File: config.mk
export PLATFORM = sky130hd
export DESIGN_NAME = silb_core
export DESIGN_NICKNAME = d
export VERILOG_FILES = /design/src/silb_core.v
export VERILOG_INCLUDE_DIRS = /design/src
export SDC_FILE = /design/constraint.sdc
export NUM_CORES = 1
export LEC_CHECK = 0
export BUFFER_PORTS_ARGS = -buffer_cell sky130_fd_sc_hd__buf_2
export CORE_ASPECT_RATIO = 0.6
export CORE_MARGIN = 2
export CORE_UTILIZATION = 53
export DETAILED_ROUTE_END_ITERATION = 10
export GPL_ROUTABILITY_DRIVEN = 0
export MAX_ROUTING_LAYER = met4
export PLACE_DENSITY = 0.84
export REMOVE_ABC_BUFFERS = 1
export SLEW_MARGIN = 40
export SYNTH_ARGS = -nofsm -noshare
export SYNTH_HDL_FRONTEND = slang
export SYNTH_SLANG_ARGS = --single-unit
File: constraint.sdc
create_clock -name mclk -period 5.32 [get_ports mclk]
set_clock_uncertainty 0.05 [all_clocks]
set_input_delay 0 -clock mclk [delete_from_list [all_inputs] [get_ports mclk]]
set_output_delay 0 -clock mclk [all_outputs]
set_load 0.02 [all_outputs]
File: src/silb_defs.vh
// register offsets, field positions, reset values and timing counts for the sil block
`ifndef SILB_DEFS_VH
`define SILB_DEFS_VH
`define SILB_ADDR_W 16
`define SILB_OFF_WAKE 16'hfe00
`define SILB_OFF_RSRC 16'hfe01
`define SILB_OFF_BFC 16'hfe03
`define SILB_OFF_PEND_MID 16'hfe05
`define SILB_OFF_PEND_UP 16'hfe06
`define SILB_OFF_CTRL 16'hfe07
`define SILB_BIT_WAKE 1
`define SILB_BIT_BREAK_CLEAR_ENABLE 7
`define SILB_BIT_SHORT 0
`define SILB_BIT_WDDIS 1
`define SILB_RSRC_POR 7
`define SILB_RSRC_PIN 6
`define SILB_RSRC_WDOG 5
`define SILB_RSRC_BADOP 4
`define SILB_RSRC_BADAD 3
`define SILB_RSRC_BROWN 1
`define SILB_RSRC_RESET 8'h80
`define SILB_CTRL_RESET 8'h00
`define SILB_LONG_WAKE 4096
`define SILB_SHORT_WAKE 32
`define SILB_CNT_W 13
`endif

File: src/silb_core.v
// system integration unit: pending flags, reset source, break protection, low-power sequencing
`timescale 1ns/1ps
`default_nettype none
`include "silb_defs.vh"
module silb_core #(
    parameter LONG_WAKE = `SILB_LONG_WAKE,
    parameter SHORT_WAKE = `SILB_SHORT_WAKE
) (
    // clock and reset
    input wire mclk,
    input wire reset_n,
    // register port
    input wire [15:0] reg_addr,
    input wire [7:0] reg_wdata,
    input wire reg_wr,
    input wire reg_rd,
    output reg [7:0] reg_rdata,
    // interrupt and break requests
    input wire [18:7] irq_req,
    input wire break_req,
    // reset causes, sampled at the last cycle of the system reset
    input wire por_event,
    input wire pin_reset,
    input wire wdog_reset,
    input wire bad_opcode_reset,
    input wire bad_fetch_reset,
    input wire bad_fetch_is_opcode,
    input wire brownout_reset,
    // cpu side
    input wire idle_exec,
    input wire halt_exec,
    input wire osc_tick,
    output wire sys_reset,
    output reg clear_imask,
    output reg force_swi,
    output reg stack_start,
    output wire cpu_clk_en,
    output wire periph_clk_en,
    output wire clkgen_out_en,
    output wire wdog_run,
    output wire wdog_enable,
    output wire flag_clear_allow
);

    // ****************************************
    // state codes
    // ****************************************
    localparam ST_RUN = 2'd0;
    localparam ST_IDLE = 2'd1;
    localparam ST_HALT = 2'd2;
    localparam ST_RECOV = 2'd3;
    localparam [31:0] LONG_M1 = LONG_WAKE - 1;
    localparam [31:0] SHORT_M1 = SHORT_WAKE - 1;
    localparam [`SILB_CNT_W-1:0] LONG_CNT = LONG_M1[`SILB_CNT_W-1:0];
    localparam [`SILB_CNT_W-1:0] SHORT_CNT = SHORT_M1[`SILB_CNT_W-1:0];
    localparam [7:0] CTRL_RST = `SILB_CTRL_RESET;

    reg [1:0] state_r;
    reg [1:0] state_nxt;
    reg [`SILB_CNT_W-1:0] recov_cnt_r;
    reg break_wakeup_flag_r;
    reg break_clear_enable_r;
    reg short_wake_delay_select_r;
    reg watchdog_disable_option_r;
    reg [7:0] reset_source_reg_r;
    reg in_break_r;
    reg [7:0] rsrc_capture;
    reg [7:0] rdata_nxt;
    reg wake_by_irq_r;

    wire any_reset;
    wire any_irq;
    wire hit_wake;
    wire hit_rsrc;
    wire hit_bfc;
    wire hit_ctrl;
    wire recov_done;
    wire bad_fetch_valid;
    wire wr_wake;
    wire wr_bfc;
    wire wr_ctrl;
    wire rd_rsrc;
    wire [`SILB_CNT_W-1:0] recov_limit;

    // ****************************************
    // reset request merge
    // ****************************************
    // only an opcode fetch from a bad address counts as a reset cause
    assign bad_fetch_valid = bad_fetch_reset & bad_fetch_is_opcode;
    // every source is simply ORed, none outranks another
    assign any_reset = por_event | pin_reset | wdog_reset | bad_opcode_reset |
                       bad_fetch_valid | brownout_reset;
    assign sys_reset = any_reset;
    assign any_irq = |irq_req;

    assign hit_wake = reg_addr == `SILB_OFF_WAKE;
    assign hit_rsrc = reg_addr == `SILB_OFF_RSRC;
    assign hit_bfc = reg_addr == `SILB_OFF_BFC;
    assign hit_ctrl = reg_addr == `SILB_OFF_CTRL;
    // only these writes are decoded; pending and source registers ignore writes
    assign wr_wake = reg_wr && hit_wake;
    assign wr_bfc = reg_wr && hit_bfc;
    assign wr_ctrl = reg_wr && hit_ctrl;
    assign rd_rsrc = reg_rd && hit_rsrc;
    assign recov_limit = short_wake_delay_select_r ? SHORT_CNT : LONG_CNT;
    assign recov_done = (state_r == ST_RECOV) && (recov_cnt_r == recov_limit);

    // ****************************************
    // clock gating and protection outputs
    // ****************************************
    assign cpu_clk_en = state_r == ST_RUN;
    assign periph_clk_en = (state_r == ST_RUN) || (state_r == ST_IDLE);
    assign clkgen_out_en = periph_clk_en;
    assign wdog_enable = ~watchdog_disable_option_r;
    assign wdog_run = wdog_enable && periph_clk_en;
    // peripheral clear strobes are gated while in break unless enabled;
    // gating both steps of a two-step clear keeps such flags intact
    // a clear done with the enable set is a real clear, never undone
    assign flag_clear_allow = ~in_break_r | break_clear_enable_r;

    // ****************************************
    // low-power state machine
    // ****************************************
    always @*
    begin
        state_nxt = state_r;
        case (state_r)
            ST_RUN:
            begin
                if (halt_exec)
                    state_nxt = ST_HALT;
                else if (idle_exec)
                    state_nxt = ST_IDLE;
            end
            ST_IDLE:
            begin
                if (break_req || any_irq)
                    state_nxt = ST_RUN;
            end
            ST_HALT:
            begin
                if (break_req)
                    state_nxt = ST_RUN;
                else if (any_irq)
                    state_nxt = ST_RECOV;
            end
            ST_RECOV:
            begin
                if (break_req)
                    state_nxt = ST_RUN;
                else if (recov_done)
                    state_nxt = ST_RUN;
            end
            default:
                state_nxt = ST_RUN;
        endcase
    end

    always @(posedge mclk or negedge reset_n)
    begin
        if (!reset_n)
        begin
            state_r <= ST_RUN;
            recov_cnt_r <= {`SILB_CNT_W{1'b0}};
            clear_imask <= 1'b0;
            force_swi <= 1'b0;
            stack_start <= 1'b0;
            wake_by_irq_r <= 1'b0;
        end
        else if (any_reset)
        begin
            state_r <= ST_RUN;
            recov_cnt_r <= {`SILB_CNT_W{1'b0}};
            clear_imask <= 1'b0;
            force_swi <= 1'b0;
            stack_start <= 1'b0;
            wake_by_irq_r <= 1'b0;
        end
        else
        begin
            state_r <= state_nxt;
            clear_imask <= (state_r == ST_RUN) && (idle_exec || halt_exec);
            force_swi <= break_req;
            // stacking one cycle after an idle wake
            wake_by_irq_r <= (state_r == ST_IDLE) && any_irq && !break_req;
            stack_start <= wake_by_irq_r || recov_done;
            if (state_r != ST_RECOV)
                recov_cnt_r <= {`SILB_CNT_W{1'b0}};
            else if (osc_tick && !recov_done)
                recov_cnt_r <= recov_cnt_r + 1'b1;
        end
    end

    // ****************************************
    // break state and break wake flag
    // ****************************************
    always @(posedge mclk or negedge reset_n)
    begin
        if (!reset_n)
        begin
            in_break_r <= 1'b0;
            break_wakeup_flag_r <= 1'b0;
        end
        else
        begin
            // break entry wins over the end-of-service write
            if (break_req)
                in_break_r <= 1'b1;
            else if (wr_wake)
                in_break_r <= 1'b0;
            // break wake flag: set wins over software clear
            if (any_reset)
                break_wakeup_flag_r <= 1'b0;
            else if (break_req && (state_r != ST_RUN))
                break_wakeup_flag_r <= 1'b1;
            else if (wr_wake && !reg_wdata[`SILB_BIT_WAKE])
                break_wakeup_flag_r <= 1'b0;
        end
    end

    // ****************************************
    // break flag control
    // ****************************************
    always @(posedge mclk or negedge reset_n)
    begin
        if (!reset_n)
            break_clear_enable_r <= 1'b0;
        else if (any_reset)
            break_clear_enable_r <= 1'b0;
        else if (wr_bfc)
            break_clear_enable_r <= reg_wdata[`SILB_BIT_BREAK_CLEAR_ENABLE];
    end

    // ****************************************
    // wake delay and watchdog options
    // ****************************************
    always @(posedge mclk or negedge reset_n)
    begin
        if (!reset_n)
        begin
            short_wake_delay_select_r <= CTRL_RST[`SILB_BIT_SHORT];
            watchdog_disable_option_r <= CTRL_RST[`SILB_BIT_WDDIS];
        end
        else if (wr_ctrl)
        begin
            short_wake_delay_select_r <= reg_wdata[`SILB_BIT_SHORT];
            watchdog_disable_option_r <= reg_wdata[`SILB_BIT_WDDIS];
        end
    end

    // ****************************************
    // reset source capture
    // ****************************************
    // power-on alone sets the top flag; bits 2 and 0 stay zero
    always @*
    begin
        rsrc_capture = 8'h00;
        if (por_event)
            rsrc_capture = `SILB_RSRC_RESET;
        else
        begin
            rsrc_capture[`SILB_RSRC_PIN] = pin_reset;
            rsrc_capture[`SILB_RSRC_WDOG] = wdog_reset;
            rsrc_capture[`SILB_RSRC_BADOP] = bad_opcode_reset;
            rsrc_capture[`SILB_RSRC_BADAD] = bad_fetch_valid;
            rsrc_capture[`SILB_RSRC_BROWN] = brownout_reset;
        end
    end

    // capture wins over the read clear
    always @(posedge mclk or negedge reset_n)
    begin
        if (!reset_n)
            reset_source_reg_r <= `SILB_RSRC_RESET;
        else if (any_reset)
            reset_source_reg_r <= rsrc_capture;
        else if (rd_rsrc)
            reset_source_reg_r <= 8'h00;
    end

    // ****************************************
    // read data
    // ****************************************
    // unmapped addresses and idle cycles read zero
    always @*
    begin
        rdata_nxt = 8'h00;
        if (reg_rd)
        begin
            case (reg_addr)
                `SILB_OFF_WAKE:
                    rdata_nxt[`SILB_BIT_WAKE] = break_wakeup_flag_r;
                `SILB_OFF_RSRC:
                    rdata_nxt = reset_source_reg_r;
                `SILB_OFF_BFC:
                    rdata_nxt[`SILB_BIT_BREAK_CLEAR_ENABLE] = break_clear_enable_r;
                `SILB_OFF_PEND_MID:
                    rdata_nxt = irq_req[14:7];
                `SILB_OFF_PEND_UP:
                    rdata_nxt = {4'h0, irq_req[18:15]};
                `SILB_OFF_CTRL:
                begin
                    rdata_nxt[`SILB_BIT_SHORT] = short_wake_delay_select_r;
                    rdata_nxt[`SILB_BIT_WDDIS] = watchdog_disable_option_r;
                end
                default:
                    rdata_nxt = 8'h00;
            endcase
        end
    end

    // read data stands for the one cycle after the strobe
    always @(posedge mclk or negedge reset_n)
    begin
        if (!reset_n)
            reg_rdata <= 8'h00;
        else
            reg_rdata <= rdata_nxt;
    end

endmodule // silb_core
`default_nettype wire

==> flow_summary.rst <==
.. list-table::
   :header-rows: 1

   * - Metric
     - Value
   * - IR drop worst, VDD
     - 172 uV
   * - Cells traversed along the worst timing path
     - dlygate4sd3_1 -> buf_2 -> or4_1 -> nor3_2 -> nand3_1 -> a21oi_1
   * - Count of input and output buffers
     - between 60 and 70
   * - Root buffer cell
     - clkbuf_8
   * - DIE AREA
     - approximately 4200 sq um
   * - Synthesis Warnings
     - 0
   * - WP data arrival
     - 2.44 ns
   * - Sequential area share after synthesis
     - 48.5%
   * - Post-CTS Resized
     - 0
   * - Number of flip-flops and latches in the synthesized netlist
     - 38
   * - Top cell type's share of synthesized area
     - between 40% and 50%
   * - Largest stage delay on the critical path
     - roughly 0.53 ns
   * - Number of instances in the synthesized netlist
     - 197
   * - Placement Rows
     - 17
   * - Hold crit path type
     - input port to flop
   * - Die X-Extent
     - between 80 and 90 microns
   * - Highest metal layer with signal wires
     - met4
   * - Final Util
     - between 70% and 80%
   * - Path length in cells of the critical path
     - 6
   * - Share of the clock period used by the worst path after layout
     - 43.0%
   * - Via count of the first global-routing pass
     - about 1,800
   * - Initial drt markers
     - ~190
   * - Leading cell types by total area after synthesis
     - dfrtp_1, nor2_1, xnor2_1
   * - Number of buffers on the longest clock path
     - 2
   * - Number of antenna violations at the first check in global routing
     - 0
   * - Level count of the clock H-tree
     - 2
   * - Minimum period implied by the final worst setup slack
     - 2.29 ns
   * - Buffers inserted by post-CTS timing repair
     - 0
   * - Final layout net count
     - 337
   * - DR DRC count
     - 0
   * - Post-cts hold buffer count
     - 24
   * - CP max FO
     - 13
   * - Synthesized area
     - between 1500 and 2000 sq um
   * - Floorplan die height
     - roughly 51 microns
   * - Headroom to the max-slew limit
     - about half
   * - Synth Area per Inst
     - 9.97 sq um
   * - Leak
     - between 0.001 and 0.0015 uW
   * - Distinct cells, synth
     - between 40 and 50
   * - Number of flops mapped to enable cells by yosys
     - 0
   * - Wire length per cell
     - about 16 microns
   * - Cell taking the most area after synthesis
     - dfrtp_1
   * - Core area
     - ~3600 sq um
   * - Max capacitance violation total
     - 0
   * - Post-Route Setup TNS
     - 0 ns
   * - Met2 layer wire length in the routed design
     - 2400 microns
   * - Largest net degree at the start of global routing
     - 39
   * - Category of the critical setup timing path
     - input port to flop
   * - Total length of routed wires
     - 5200 microns
   * - Clock insertion delay at the later pin of the skew report
     - 0.29 ns
   * - Number of top-level pins
     - 69
   * - Number of buffers created by CTS
     - 5
   * - Kind of cell adding the most delay to the critical path
     - simple AND/OR/NAND/NOR gates
   * - Setup violation total in the final timing report
     - 0
   * - Critical path launch point type
     - input port
   * - Share of flip-flops with an asynchronous set or reset
     - 100%
   * - Share of cells above drive strength 1
     - 29.4%
   * - TritonCTS clock tree
     - yes
   * - Number of vias in the routed layout
     - approximately 1,900
   * - Initial core utilization
     - 54.3%
   * - Global router's overall resource usage
     - approximately 28%
   * - Detailed route wirelength on metal3
     - approximately 510 microns
   * - Setup repair after global routing missed its margin
     - false
   * - Synth Flop Type
     - dfrtp_1
   * - Gr ovfl total
     - 0
   * - Upper clock frequency limit
     - 437 MHz
   * - Result of the run
     - finished, final reports clean
   * - Worst Reg2Reg Path Length in Cells
     - 6
   * - Wire length of the first global-routing pass
     - 8430 microns
   * - Drt first pass iters
     - 4
   * - Fillers
     - approximately 260
   * - Hold Path Cell Cnt
     - 3
   * - Count of nets left with antenna violations after detail routing
     - 0
   * - Nature of the critical path endpoint
     - flop
   * - Placed wire-length estimate
     - between 3000 and 4000 microns
   * - Commonest cells after routing, fill and taps aside
     - buf_2, dfrtp_1, nor2_1, dlygate4sd3_1
   * - Layout overhead on the synthesized area
     - 34.3%
   * - Slowest library cell on the worst path
     - dlygate4sd3_1
   * - Final count of pins violating max slew
     - 0
   * - Count of endpoints failing hold in the final timing report
     - 0
   * - Antenna diode count
     - 0
   * - Hold Worst Slack
     - 0.00466 ns
   * - CTS clock-pin slew for the worst setup and hold paths
     - roughly 0.070 ns
   * - Most frequent standard cell in the layout excluding fill and tap cells
     - buf_2
   * - Mean number of vias per cell
     - 5.69
   * - Ratio of total power to cell area
     - between 200 and 250 nW/um^2
   * - Clock sink count
     - 38
   * - M1 wire length
     - between 2000 and 2500 microns
   * - Slew at the pin closest to its max-slew limit
     - ~0.76 ns
   * - Count of buffering cells on the critical path with inverters included
     - 2
   * - Critical path required time
     - 5.47 ns
-- per-layer routing --
metal / vias to the layer above / track usage (%)
li1: 893 / -
met3: 12 / 7.60
met1: 892 / 37.8
met5: - / -
met2: 97 / 41.1
met4: 0 / 11.2
-- path summary, 6_finish.rpt --
| path | start | endpoint | slack [ns] |
|---|---|---|---|
| max | wdog_reset | recov_cnt_r[12]$_DFFE_PN0P_ | 3.03 |
| min in group asynchronous | reset_n | recov_cnt_r[8]$_DFFE_PN0P_ | 0.14 |
| min | irq_req[9] | reg_rdata[2]$_DFF_PN0_ | 0.005 |
| max in group asynchronous | reset_n | reset_source_reg_r[7]$_DFFE_PN1P_ | 4.72 |
| max reg2reg | recov_cnt_r[0]$_DFFE_PN0P_ | recov_cnt_r[9]$_DFFE_PN0P_ | 3.18 |
| min reg2reg | wake_by_irq_r$_DFF_PN0_ | stack_start$_DFF_PN0_ | 0.44 |
-- metrics by stage --
step | std cells | instance area (sq um) | setup WS (ns) | total power (uW)
3_3_place_gp | 301 | 2310 | 3.23 | 347
6_report | 333 | 2640 | 3.03 | 549
2_1_floorplan | 191 | 1940 | 3.51 | 315
5_1_grt | 333 | 2640 | 2.93 | 570
3_5_place_dp | 301 | 2310 | 3.24 | 348
4_1_cts | 333 | 2640 | 3.02 | 552
-- synth_stat cells (all sizes together), types with 2 or more instances --
cell / n
dfrtp: 37
nor2: 30
a21oi: 9
nand2: 9
nand3: 9
o21ai: 9
xnor2: 8
inv: 6
mux2: 6
nand4: 6
a22o: 5
mux2i: 5
nor4: 5
a22oi: 4
and3: 4
clkbuf: 4
nor2b: 4
nor3: 4
or4: 4
and2: 3
a2111oi: 2
a21o: 2
buf: 2
or3: 2
xor2: 2
-- cell type report --
| class | count | area, sq um | area share [%] |
|---|---|---|---|
| multi-input combinational | 147 | 963 | 36.5 |
| timing repair buffer | 87 | 558 | 21.2 |
| sequential | 38 | 952 | 36.1 |
| inverter | 6 | 22.5 | 0.854 |
| tap | 47 | 58.8 | 2.23 |
| clock buffer | 6 | 72.6 | 2.75 |
| clock inverter | 2 | 10.0 | 0.380 |
-- kinds of logic (layout without fill, tap and decap cells) --
family / count (synthesis) / in the layout / share of synthesized area, %
fa+ha+maj: 1 / 1 / 0.637
compound gates: 39 / 39 / 14.1
xor+xnor: 10 / 10 / 4.46
flops: 38 / 38 / 48.5
buf+inv: 12 / 101 / 2.48
simple gates: 86 / 86 / 23.8
mux: 11 / 11 / 5.99
-- state kept, by name, summed over array words and instances, names as in the netlist --
signal                     cells
stack_start                    1
break_wakeup_flag_r            1
reset_source_reg_r             6
wake_by_irq_r                  1
reg_rdata                      8
break_clear_enable_r           1
force_swi                      1
clear_imask                    1
in_break_r                     1
state_r                        2
recov_cnt_r                   13
watchdog_disable_option_r      1
short_wake_delay_select_r      1
-- power by group --
part,switching [uW],leakage [uW],total [uW],internal [uW]
logic,29.3,0.000649,62.0,32.8
clock network,102,0.0000450,193,90.9
registers,2.25,0.000517,294,292
-- worst register-to-register path, delay by kind of cell (launching register included) --
kind	cells	cell delay, ns
AOI/OAI and AO/OA	1	0.28
xor gates and xnor gates	1	0.20
adders and majority gates	1	0.22
DFF	1	0.38
and+or+nand+nor	3	0.88
Note: power is estimated with default switching activity, not from simulation.
